$ cat src/rtl/frs_pkg.sv
// Purpose: shared constants for the flash row erase/program sequencer
// Assumes: 125 MHz ref_clk
// Notes: op timings are nominal self-timed figures, shortened via top parameters
package frs_pkg;
   // operation-select codes, erase-select set
   localparam logic [3:0] OP_BULK_ERASE = 4'hf;
   localparam logic [3:0] OP_GEN_SEG_ERASE = 4'hd;
   localparam logic [3:0] OP_SEC_SEG_ERASE = 4'hc;
   localparam logic [3:0] OP_PAGE_ERASE = 4'h2;
   localparam logic [3:0] OP_CFG_ERASE = 4'h0;
   // operation-select codes, erase-select clear
   localparam logic [3:0] OP_WORD_PROG = 4'h3;
   localparam logic [3:0] OP_ROW_PROG = 4'h1;
   localparam logic [3:0] OP_CFG_PROG = 4'h0;
   // unlock key bytes
   localparam logic [7:0] KEY_FIRST = 8'h55;
   localparam logic [7:0] KEY_SECOND = 8'haa;
   // geometry
   localparam int ROW_WORDS = 64;
   localparam int IDX_W = 6;
   localparam int WORD_W = 24;
   localparam int PAGE_W = 8;
   localparam int ADDR_W = 16;
   // timing: clock and nominal cycle times
   localparam int CLK_MHZ = 125;
   localparam int ROW_TIME_US = 1586;
   localparam int ERASE_TIME_US = 24000;
   localparam int WORD_TIME_US = 55;
   localparam int ROW_CYCLES = ROW_TIME_US * CLK_MHZ;
   localparam int ERASE_CYCLES = ERASE_TIME_US * CLK_MHZ;
   localparam int WORD_CYCLES = WORD_TIME_US * CLK_MHZ;
   localparam int CNT_W = 32;
   // key tracker and sequencer states
   typedef enum logic [1:0] {KEY_IDLE = 2'b00, KEY_HALF = 2'b01, KEY_OPEN = 2'b11} frs_key_t;
   typedef enum logic [1:0] {ST_IDLE = 2'b00, ST_LOAD = 2'b01, ST_BUSY = 2'b11,
      ST_DONE = 2'b10} frs_state_t;
endpackage

$ cat src/rtl/frs_sequencer.sv
// Purpose: run-time flash erase/program sequencer with unlock key and holding buffer
// Assumes: register strobes are one-cycle pulses synchronous to ref_clk
// Notes: flash array is outside; this block issues one op pulse and times the cycle
// Operation
// - op code 0010 with erase-select and enable set selects page erase.
// - start is refused unless key got 0x55 then 0xaa immediately before.
// - start after unlock launches erase; stall held; start bit self-clears at end.
// - row program data is staged in holding buffer, 64 instructions per row.
// - op code 0001 with erase-select clear and enable set selects row program.
// - start after unlock begins row write; stall until done; start bit self-clears.
// - each buffered word is a low 16-bit write then high byte, then advance.
// - with enable clear, every program and erase is inhibited even on start.
// - error flag set on improper or aborted attempt, cleared when a start is accepted.
// - other erase codes bulk/segment/config; program codes word and config byte.
`timescale 1ns/1ns
module frs_sequencer #(
   parameter int ROW_CYCLES = frs_pkg::ROW_CYCLES,
   parameter int ERASE_CYCLES = frs_pkg::ERASE_CYCLES,
   parameter int WORD_CYCLES = frs_pkg::WORD_CYCLES
) (
   // clock and reset
   input wire logic ref_clk,
   input wire logic rst_n,
   // control register write port
   input wire logic ctrl_wr,
   input wire logic [3:0] operation_select,
   input wire logic erase_select,
   input wire logic program_erase_enable,
   input wire logic start_wr,
   // key register write port
   input wire logic key_wr,
   input wire logic [7:0] flash_unlock_key,
   // table write port
   input wire logic table_write_low_word,
   input wire logic table_write_high_byte,
   input wire logic [15:0] table_data,
   input wire logic [frs_pkg::PAGE_W-1:0] table_page_pointer,
   input wire logic [frs_pkg::ADDR_W-1:0] table_offset,
   input wire logic [frs_pkg::IDX_W-1:0] buffer_index,
   // control register readback
   output logic start_busy,
   output logic sequence_error_flag,
   output logic cpu_stall,
   // flash array side
   output logic flash_op_valid,
   output logic [3:0] flash_op_code,
   output logic flash_op_erase,
   output logic [frs_pkg::PAGE_W+frs_pkg::ADDR_W-1:0] flash_op_addr,
   output logic flash_wdata_valid,
   input wire logic flash_wdata_ready,
   output logic [frs_pkg::WORD_W-1:0] flash_wdata,
   output logic [frs_pkg::IDX_W-1:0] flash_wdata_index
);
   typedef struct packed {
      frs_pkg::frs_state_t state;
      frs_pkg::frs_key_t key;
      logic [3:0] op;
      logic erase;
      logic enable;
      logic busy;
      logic err;
      logic [15:0] low_hold;
      logic low_seen;
      logic [frs_pkg::PAGE_W+frs_pkg::ADDR_W-1:0] addr;
      logic [frs_pkg::CNT_W-1:0] timer;
      logic [frs_pkg::IDX_W-1:0] drain_idx;
      logic op_pulse;
   } frs_seq_t;
   frs_seq_t st;
   frs_seq_t next_st;
   logic fifo_in_valid;
   logic fifo_in_ready;
   logic fifo_out_valid;
   logic fifo_out_ready;
   logic [frs_pkg::WORD_W-1:0] fifo_out_data;
   logic launch;
   logic valid_op;

   // decode whether an op code is implemented under the erase/program selection
   function automatic logic op_legal(input logic [3:0] op, input logic erase);
      if (erase)
         op_legal = (op == frs_pkg::OP_BULK_ERASE) || (op == frs_pkg::OP_GEN_SEG_ERASE) ||
            (op == frs_pkg::OP_SEC_SEG_ERASE) || (op == frs_pkg::OP_PAGE_ERASE) ||
            (op == frs_pkg::OP_CFG_ERASE);
      else
         op_legal = (op == frs_pkg::OP_ROW_PROG) || (op == frs_pkg::OP_WORD_PROG) ||
            (op == frs_pkg::OP_CFG_PROG);
   endfunction

   // self-timed cycle length per operation
   function automatic logic [frs_pkg::CNT_W-1:0] op_time(input logic [3:0] op,
      input logic erase);
      if (erase)
         op_time = frs_pkg::CNT_W'(ERASE_CYCLES);
      else if (op == frs_pkg::OP_ROW_PROG)
         op_time = frs_pkg::CNT_W'(ROW_CYCLES);
      else
         op_time = frs_pkg::CNT_W'(WORD_CYCLES);
   endfunction

   ////////////////////////////////////////////////////////////////////////////////
   // holding buffer: a word enters on the high-byte write after its low word
   frs_fifo #(
      .WIDTH(frs_pkg::WORD_W),
      .DEPTH(frs_pkg::ROW_WORDS)
   ) u_hold (
      .ref_clk(ref_clk),
      .rst_n(rst_n),
      .in_valid(fifo_in_valid),
      .in_ready(fifo_in_ready),
      .in_data({table_data[7:0], st.low_hold}),
      .out_valid(fifo_out_valid),
      .out_ready(fifo_out_ready),
      .out_data(fifo_out_data)
   );

   assign fifo_in_valid = table_write_high_byte && st.low_seen;
   assign fifo_out_ready = (st.state == frs_pkg::ST_LOAD) && flash_wdata_ready;
   assign flash_wdata_valid = (st.state == frs_pkg::ST_LOAD) && fifo_out_valid;
   assign flash_wdata = fifo_out_data;
   assign flash_wdata_index = st.drain_idx;
   assign valid_op = st.enable && op_legal(st.op, st.erase);
   assign launch = start_wr && !st.busy && st.key == frs_pkg::KEY_OPEN && valid_op;

   ////////////////////////////////////////////////////////////////////////////////
   // control, key tracking and sequencing
   always_comb
   begin
      next_st = st;
      next_st.op_pulse = 1'b0;
      // control fields are frozen while a cycle runs
      if (ctrl_wr && !st.busy)
      begin
         next_st.op = operation_select;
         next_st.erase = erase_select;
         next_st.enable = program_erase_enable;
      end
      // any key write that is not the next expected byte closes the lock
      if (key_wr)
      begin
         if (flash_unlock_key == frs_pkg::KEY_FIRST)
            next_st.key = frs_pkg::KEY_HALF;
         else if (flash_unlock_key == frs_pkg::KEY_SECOND && st.key == frs_pkg::KEY_HALF)
            next_st.key = frs_pkg::KEY_OPEN;
         else
            next_st.key = frs_pkg::KEY_IDLE;
      end
      else if (ctrl_wr || start_wr)
         next_st.key = frs_pkg::KEY_IDLE;
      // word pairing: low half held until its high byte arrives
      if (table_write_low_word)
      begin
         next_st.low_hold = table_data;
         next_st.low_seen = 1'b1;
      end
      else if (fifo_in_valid && fifo_in_ready)
         next_st.low_seen = 1'b0;
      if (table_write_low_word || table_write_high_byte)
         next_st.addr = {table_page_pointer, table_offset};
      // a refused start marks the error flag
      if (start_wr && !st.busy && !launch)
         next_st.err = 1'b1;
      unique case (st.state)
         frs_pkg::ST_IDLE:
         begin
            if (launch)
            begin
               next_st.busy = 1'b1;
               next_st.err = 1'b0;
               next_st.op_pulse = 1'b1;
               next_st.drain_idx = '0;
               next_st.timer = op_time(st.op, st.erase);
               if (!st.erase && st.op == frs_pkg::OP_ROW_PROG)
                  next_st.state = frs_pkg::ST_LOAD;
               else
                  next_st.state = frs_pkg::ST_BUSY;
            end
         end
         frs_pkg::ST_LOAD:
         begin
            // move buffered words to the array latches, then time the row write
            if (fifo_out_valid && flash_wdata_ready)
               next_st.drain_idx = st.drain_idx + 1'b1;
            if (!fifo_out_valid)
               next_st.state = frs_pkg::ST_BUSY;
         end
         frs_pkg::ST_BUSY:
         begin
            if (!st.enable)
            begin
               next_st.err = 1'b1;
               next_st.state = frs_pkg::ST_DONE;
            end
            else if (st.timer <= frs_pkg::CNT_W'(1))
               next_st.state = frs_pkg::ST_DONE;
            else
               next_st.timer = st.timer - 1'b1;
         end
         frs_pkg::ST_DONE:
         begin
            next_st.busy = 1'b0;
            next_st.state = frs_pkg::ST_IDLE;
         end
      endcase
   end

   always_ff @(posedge ref_clk or negedge rst_n)
   begin
      if (!rst_n)
         st <= '0;
      else
         st <= next_st;
   end

   ////////////////////////////////////////////////////////////////////////////////
   // outputs from the state register
   assign start_busy = st.busy;
   assign sequence_error_flag = st.err;
   assign cpu_stall = st.busy;
   assign flash_op_valid = st.op_pulse;
   assign flash_op_code = st.op;
   assign flash_op_erase = st.erase;
   assign flash_op_addr = st.addr;
endmodule

$ cat src/rtl/frs_fifo.sv
// Purpose: flip-flop FIFO with valid/ready on both sides
// Assumes: single clock, depth a power of two
// Notes: full/empty from a separate occupancy count
`timescale 1ns/1ns
module frs_fifo #(
   parameter int WIDTH = 24,
   parameter int DEPTH = 32
) (
   // clock and reset
   input wire logic ref_clk,
   input wire logic rst_n,
   // fill side
   input wire logic in_valid,
   output logic in_ready,
   input wire logic [WIDTH-1:0] in_data,
   // drain side
   output logic out_valid,
   input wire logic out_ready,
   output logic [WIDTH-1:0] out_data
);
   localparam int AW = $clog2(DEPTH);
   typedef struct packed {
      logic [AW-1:0] wr_ptr;
      logic [AW-1:0] rd_ptr;
      logic [AW:0] count;
   } frs_fifo_t;
   frs_fifo_t st;
   frs_fifo_t next_st;
   logic [WIDTH-1:0] mem [DEPTH];
   logic push;
   logic pop;

   ////////////////////////////////////////////////////////////////////////////////
   // handshakes come from the registered count; a pop while full does not raise in_ready that cycle
   assign in_ready = (st.count != (AW + 1)'(DEPTH));
   assign out_valid = (st.count != '0);
   assign out_data = mem[st.rd_ptr];
   assign push = in_valid && in_ready;
   assign pop = out_valid && out_ready;

   // pointer and occupancy update
   always_comb
   begin
      next_st = st;
      if (push)
         next_st.wr_ptr = st.wr_ptr + 1'b1;
      if (pop)
         next_st.rd_ptr = st.rd_ptr + 1'b1;
      if (push && !pop)
         next_st.count = st.count + 1'b1;
      else if (pop && !push)
         next_st.count = st.count - 1'b1;
   end

   always_ff @(posedge ref_clk or negedge rst_n)
   begin
      if (!rst_n)
         st <= '0;
      else
         st <= next_st;
   end

   // storage has no reset; only written entries are ever read
   always_ff @(posedge ref_clk)
   begin
      if (push)
         mem[st.wr_ptr] <= in_data;
   end
endmodule

$ cat config.mk
export PLATFORM = sky130hd
export DESIGN_NAME = frs_sequencer
export DESIGN_NICKNAME = d
export VERILOG_FILES = /design/src/rtl/frs_pkg.sv /design/src/rtl/frs_sequencer.sv /design/src/rtl/frs_fifo.sv
export SDC_FILE = /design/constraint.sdc
export NUM_CORES = 2
export LEC_CHECK = 0
export ABC_CLOCK_PERIOD_IN_PS = 4270
export BUFFER_PORTS_ARGS = -buffer_cell sky130_fd_sc_hd__buf_2
export CAP_MARGIN = 30
export CORE_ASPECT_RATIO = 1.5
export CORE_UTILIZATION = 38
export CTS_CLUSTER_SIZE = 14
export DETAILED_ROUTE_END_ITERATION = 10
export SLEW_MARGIN = 20
export SYNTH_ARGS = -nofsm -noshare
export SYNTH_HDL_FRONTEND = slang
export SYNTH_SLANG_ARGS = --single-unit
export TNS_END_PERCENT = 50
$ cat constraint.sdc
create_clock -name ref_clk -period 4.27 [get_ports ref_clk]
set_input_delay 0.2135 -clock ref_clk [delete_from_list [all_inputs] [get_ports ref_clk]]
set_output_delay 0.2135 -clock ref_clk [all_outputs]
set_load 0.02 [all_outputs]
# Yosys cells after proc, flatten, opt, wreduce, memory -nomap -nowiden
# Memory sizes are Yosys's and may differ from the RTL's.
# Cells that the tools add are included.
dict set report word_totals {
  reg_bits 111
  latchBits 0
  ramBits 1536
  rom_bits 0
  mem_count 1
}
# memory depth word_bits read_ports rd_clocked_by_memory_dff wr line
set memory_table {}
lappend memory_table {u_hold.mem 64 24 1 0 1 frs_fifo.sv:29} ;# logic [WIDTH-1:0] mem [DEPTH];
dict set report classes {
  add_sub_neg 6
  n_mul 0
  div 0
  order_cmp 1
  eq_ne 20
  n_shift 0
  mux 31
  bitwise_logic 0
  n_reduce_logical 42
}
# cell n
set op_table {}
lappend op_table {{$mux 32} 2}
lappend op_table {{$pmux 32 s2} 1}
lappend op_table {{$mux 39} 1}
lappend op_table {{$le 32x1->1 const B} 1}
lappend op_table {{$sub 32x1->32 const B} 1}
lappend op_table {{$mux 22} 1}
lappend op_table {{$mux 2} 10}
lappend op_table {{$add 6x1->6 const B} 3}
lappend op_table {{$mux 18} 1}
lappend op_table {{$logic_and 1x1->1} 16}
lappend op_table {{$mux 7} 2}
lappend op_table {{$eq 4x4->1 const B} 3}
lappend op_table {{$pmux 6 s2} 1}
lappend op_table {{$reduce_bool 2->1} 6}
lappend op_table {{$eq 4x2->1 const B} 2}
lappend op_table {{$eq 8x7->1 const B} 1}
lappend op_table {{$eq 8x8->1 const B} 1}
lappend op_table {{$logic_or 1x1->1} 8}
lappend op_table {{$mux 1} 8}
lappend op_table {{$ne 2x2->1 const B} 4}
lappend op_table {{$pmux 2 s4} 1}
lappend op_table {{$add 7x1->7 const B} 1}
lappend op_table {{$ne 7x7->1 const B} 1}
lappend op_table {{$reduce_bool 7->1} 1}
lappend op_table {{14 further kinds} 23}

# Depth between registers and ports, before layout
dict set report logic_depth {
  word_depth 13
  mapped_depth 17
  depth_no_buf 15
}

# Modules after synthesis
# Synthesis repeated with hierarchy kept, for this count alone.
dict set report hier_totals {
  cells_unflattened 3212
  hier_area_um2 64709.6
}
# module instances cells_each area_each_um2 seq_area_each_um2
set by_module_without_submodules {}
lappend by_module_without_submodules {frs_fifo 1 2732 59756.1 46599.7}
lappend by_module_without_submodules {frs_sequencer 1 480 4953.5 2302.2}

# Worst setup path before layout
# OpenSTA, ideal clock, no wires.
dict set report synth_path {
  path_type {register -> register}
  from {reg st[91] (netlist bit)}
  to {reg u_hold.st[5] (netlist bit)}
  arrival_ns 3.314
  required_ns 4.133
  path_slack_ns 0.818
  stages_incl_launch_ff 18
  n_path_buf 2
  cell_sequence {dfrtp_1 inv_1 ha_1 clkbuf_1 inv_1 a41oi_1 and2_1 buf_2 inv_1 ha_1 inv_1 ha_1 a21o_1 a21oi_1 o21bai_1 a21oi_1 xor2_1 o21ai_0}
}
dict set report synth_between {
  elab_chain_cells 6
}
# item line
set synth_lines {}
lappend synth_lines {{start, declared} frs_sequencer.sv:69} ;# frs_seq_t st;
lappend synth_lines {{start signal, assigned} frs_sequencer.sv:212} ;# st <= next_st;
lappend synth_lines {{$eq 2x1->1 *} frs_sequencer.sv:118} ;# assign fifo_out_ready = (st.state == frs_pkg::ST_LOAD) && flash_wdata_ready;
lappend synth_lines {{$logic_and 1x1->1 *} frs_sequencer.sv:118}
lappend synth_lines {{$logic_and 1x1->1 *} frs_fifo.sv:39} ;# assign pop = out_valid && out_ready;
lappend synth_lines {{$logic_not 1->1} frs_fifo.sv:49} ;# if (push && !pop)
lappend synth_lines {{$logic_and 1x1->1} frs_fifo.sv:49}
lappend synth_lines {{$mux 7 or $reduce_bool 2->1 (tied branches)} -}
lappend synth_lines {{end signal, assigned} frs_fifo.sv:60} ;# st <= next_st;
lappend synth_lines {{end, declared} frs_fifo.sv:27} ;# frs_fifo_t st;
# Mark *: on every way between the ends. The rest lies on a longest branch, timed or not.
# A chain may end at the register's enable or synchronous reset.

# Worst setup path after layout
dict set report layout_path {
  from {reg u_hold.st[8] (netlist bit)}
  to {out flash_wdata[18] (netlist bit)}
}
dict set report layout_between {
  elab_chain_cells 1
}
# item line
set layout_lines {}
lappend layout_lines {{$mem_v2 64x24} -}
lappend layout_lines {{end, declared} frs_sequencer.sv:51} ;# output logic [frs_pkg::WORD_W-1:0] flash_wdata,
# Every way passes these cells.

==> impl_metrics.yaml <==
status:
  status: "complete, no violations"
drt:
  dr.pass1.iters: 5
  ant_nets: 0
  vias_per_cell: 5.60
  drtIter0Drc: 3260
  wire_per_inst_um: 28.8
  vias: 33300
  route.detailed.drc: 0
  drt-total-wl_um: 171000
critical_path:
  crit_required_ps: 4060
  end_kind: "primary output"
  rrSetupSlack_ps: 750
  max_stage_delay_ps: 650
  cp-start-kind: "register"
  critPathLaunch: "u_hold.st[8]$_DFFE_PN0P_"
  r2r-start: "st[91]$_DFFE_PN0P_"
  crit_fanout: 35
  crit_end: "flash_wdata[18]"
  r2r_end: "u_hold.st[5]$_DFFE_PN0P_"
  crit_arrival_ps: 4020
  ff2ff_path_depth: 15
  critical_path_class: "reg2out"
  crit_path_top_delay_cell: "dfrtp_4"
  crit_chain: "buf_6 > mux4_2 > a211oi_1 > buf_4 > nor3_1 > o21ai_0 > a21oi_1 > buf_2"
floorplanning:
  start_util: 0.384
  core_sq_mm: 0.168
  dieArea_sq_mm: 0.171
  die_h_um: 506
  die_w_um: 338
  row_count: 184
  io_pins: 132
global_route:
  globalRouteOverflowTotal: 0
  track_usage: 0.198
  antenna_found_initial: 8
  grt_first_pass_wirelength_um: 243000
  grt_pass1_vias: 33700
  grt_max_degree: 66
placement:
  port_buffers: 125
  post_dp_cell_area_sq_mm: 0.0690
  dpl.hpwl_um: 103000
  gp_congestion: 0.838
  dp.cells: 5587
  pre_cts_ws_ps: 286
finish:
  fin_cells: 5943
  final_cell_mix: "1536 x edfxtp_1, 296 x mux4_2, 243 x mux2i_1"
  synthToLayoutAreaGrowth_pct: 16.0
  n_fill_cell: 14200
  design_area_sq_mm: 0.0747
  finalNetCount: 3667
  utilization: 0.445
  regArea_sq_mm: 0.0489
  drive_gt1_frac: 0.282
  multi_input_area_sq_mm: 0.0146
  final_common_cell: "edfxtp_1"
  diodes: 0
clocking:
  htree_levels: 4
  cts_tree: "built"
  cts_made_buffers: 160
  clkSlewWorstSetupHoldPaths_ps: 60
  cts_root_buf: "clkbuf_16"
  clock_sinks: 1647
  clockBufferDepth: 3
  clkLatencyLatePin_ps: 800
synthesis:
  yosysSeqAreaShare: 0.759
  ys_dominant_reg_cell: "edfxtp_1"
  synthesis.area_sq_mm: 0.0644
  synthArstFlopShare: 0.0674
  avgSynthCellArea_sq_um: 20.1
  syn-instance-count: 3208
  synth-edff-count: 1536
  ys_types: 74
  synth_seq_cells: 1647
  synth_fp_nets: 3292
  yosys_warnings: 0
sta:
  max_freq_mhz: 236
  drv_slew: 0
  finalSetupViolCount: 0
  rsz0062_at_grt: "yes"
  hold_viol_final: 0
  period_minus_slack_ps: 4230
  fin_ws_ps: 36.2
  slew_headroom: 0.339
  period_share: 0.992
  worst_pin_slew_ps: 991
  fin_skew_ps: 22.4
power_and_ir_drop:
  power-per-cell-area_mw_per_mm2: 430
  p_total_mw: 32.1
  ir_worst_vdd_mv: 0.330
  p_leak_nw: 23.1
min_path:
  min_path_type: "in2async"
job:
  cap_violations: 0
-- sequential cells by signal (all words and copies together), names as in the netlist --
signal,flops
cpu_stall,1
flash_op_addr,24
flash_op_code,4
flash_op_erase,1
flash_op_valid,1
flash_wdata_index,6
sequence_error_flag,1
st,54
u_hold.mem,1536
u_hold.st,19
-- synth_stat cells, types with 4 or more instances --
cell type	instances	share of area
nand2_1	63	0.0037
nor4_1	8	0.00078
nand3b_1	7	0.00082
and3_1	10	0.00097
nor2_1	101	0.0059
or2_2	6	0.00058
inv_1	17	0.00099
mux2i_1	243	0.038
or4_1	7	0.00082
o221ai_1	24	0.0033
and2_1	7	0.00068
o22ai_1	66	0.0064
buf_1	24	0.0014
buf_4	50	0.0058
edfxtp_1	1536	0.72
a22o_1	28	0.0038
xnor2_1	16	0.0022
nand4_1	6	0.00058
mux2_2	48	0.0084
xor2_1	4	0.00054
o211ai_1	7	0.00082
clkbuf_1	86	0.0050
a211oi_1	55	0.0064
o21ai_0	52	0.0040
a21oi_1	64	0.0050
a22oi_1	40	0.0047
nand3_1	22	0.0017
a31oi_1	13	0.0013
or3_1	7	0.00068
nor2b_1	12	0.0012
ha_1	15	0.0029
buf_2	48	0.0037
dfrtp_1	111	0.043
nor3_1	25	0.0019
o31ai_1	4	0.00047
nor4bb_1	4	0.00062
a2111oi_0	14	0.0019
mux4_2	296	0.10
a221oi_1	6	0.00082
-- stage by stage --
| stage | TNS [ps] | hold WS [ps] |
|---|---|---|
| 3_3_place_gp | 0 | 340 |
| 6_report | 0 | 48.4 |
| 3_5_place_dp | 0 | 340 |
| 4_1_cts | -26.1 | 3.30 |
| 2_1_floorplan | 0 | -82.1 |
| 5_1_grt | -0.996 | 76.6 |
-- worst max-delay path, delay by kind of cell, from the launching register on --
kind / cells / cell delay [ps]
AO/OA/AOI/OAI: 3 / 1240
multiplexers: 1 / 380
flip-flops: 1 / 650
AND/OR/NAND/NOR: 1 / 50
buffers and inverters: 3 / 870
-- area by class of cell --
type                            count  share of cell area
Clock buffer                      206              0.0571
Sequential cell                  1647               0.655
Inverter                           17            0.000855
Timing Repair Buffer              422              0.0446
Multi-Input combinational cell   1335               0.195
Clock inverter                     84             0.00927
Tap cell                         2232              0.0374
-- power by group --
group          internal [mW]  leakage, nW  switching (mW)
logic                  0.135         5.57           0.447
clock network           7.55         2.43            6.02
registers               17.8         15.1           0.131
-- what timing repair did --
item,in CTS,in global routing
gates resized for setup,7,4
endpoints found under the hold margin,98,21
hold buffers,56,1
endpoints found under the setup margin,23,9
setup buffers,5,3
pin swaps,0,0
-- routing by layer --
| layer | wire, um | part of all wire | vias up | GRT usage |
|---|---|---|---|---|
| met5 | 19 | 0.00011 | - | 0 |
| met4 | 6010 | 0.035 | 4 | 0.0738 |
| met3 | 9830 | 0.057 | 261 | 0.0299 |
| met2 | 89300 | 0.52 | 1174 | 0.350 |
| met1 | 66000 | 0.39 | 17800 | 0.246 |
| li1 | - | - | 14000 | - |
-- cells by family (layout without fill, tap and decap cells) --
logic type	Yosys count	count (layout)	share of synthesized area
AO/OA/AOI/OAI	407	407	0.0440
XOR/XNOR	20	20	0.00272
adder cells (fa/ha/maj)	16	16	0.00323
buffers and inverters	226	729	0.0171
flip-flops	1647	1647	0.759
multiplexers	587	587	0.150
AND/OR/NAND/NOR	305	305	0.0238
-- worst min-delay path by stage --
stage	startpoint	endpoint	slack, ps	cells after the start
floorplan	rst_n	cpu_stall$_DFFE_PN0P_	-80	0
global placement	rst_n	flash_op_addr[1]$_DFFE_PN0P_	340	1
detailed placement	rst_n	flash_op_addr[1]$_DFFE_PN0P_	340	1
CTS	rst_n	flash_op_addr[1]$_DFFE_PN0P_	3	2
global route	rst_n	flash_op_addr[1]$_DFFE_PN0P_	80	2
finish	rst_n	flash_op_addr[1]$_DFFE_PN0P_	50	2
No activity file was read; power rests on OpenSTA's default activity.
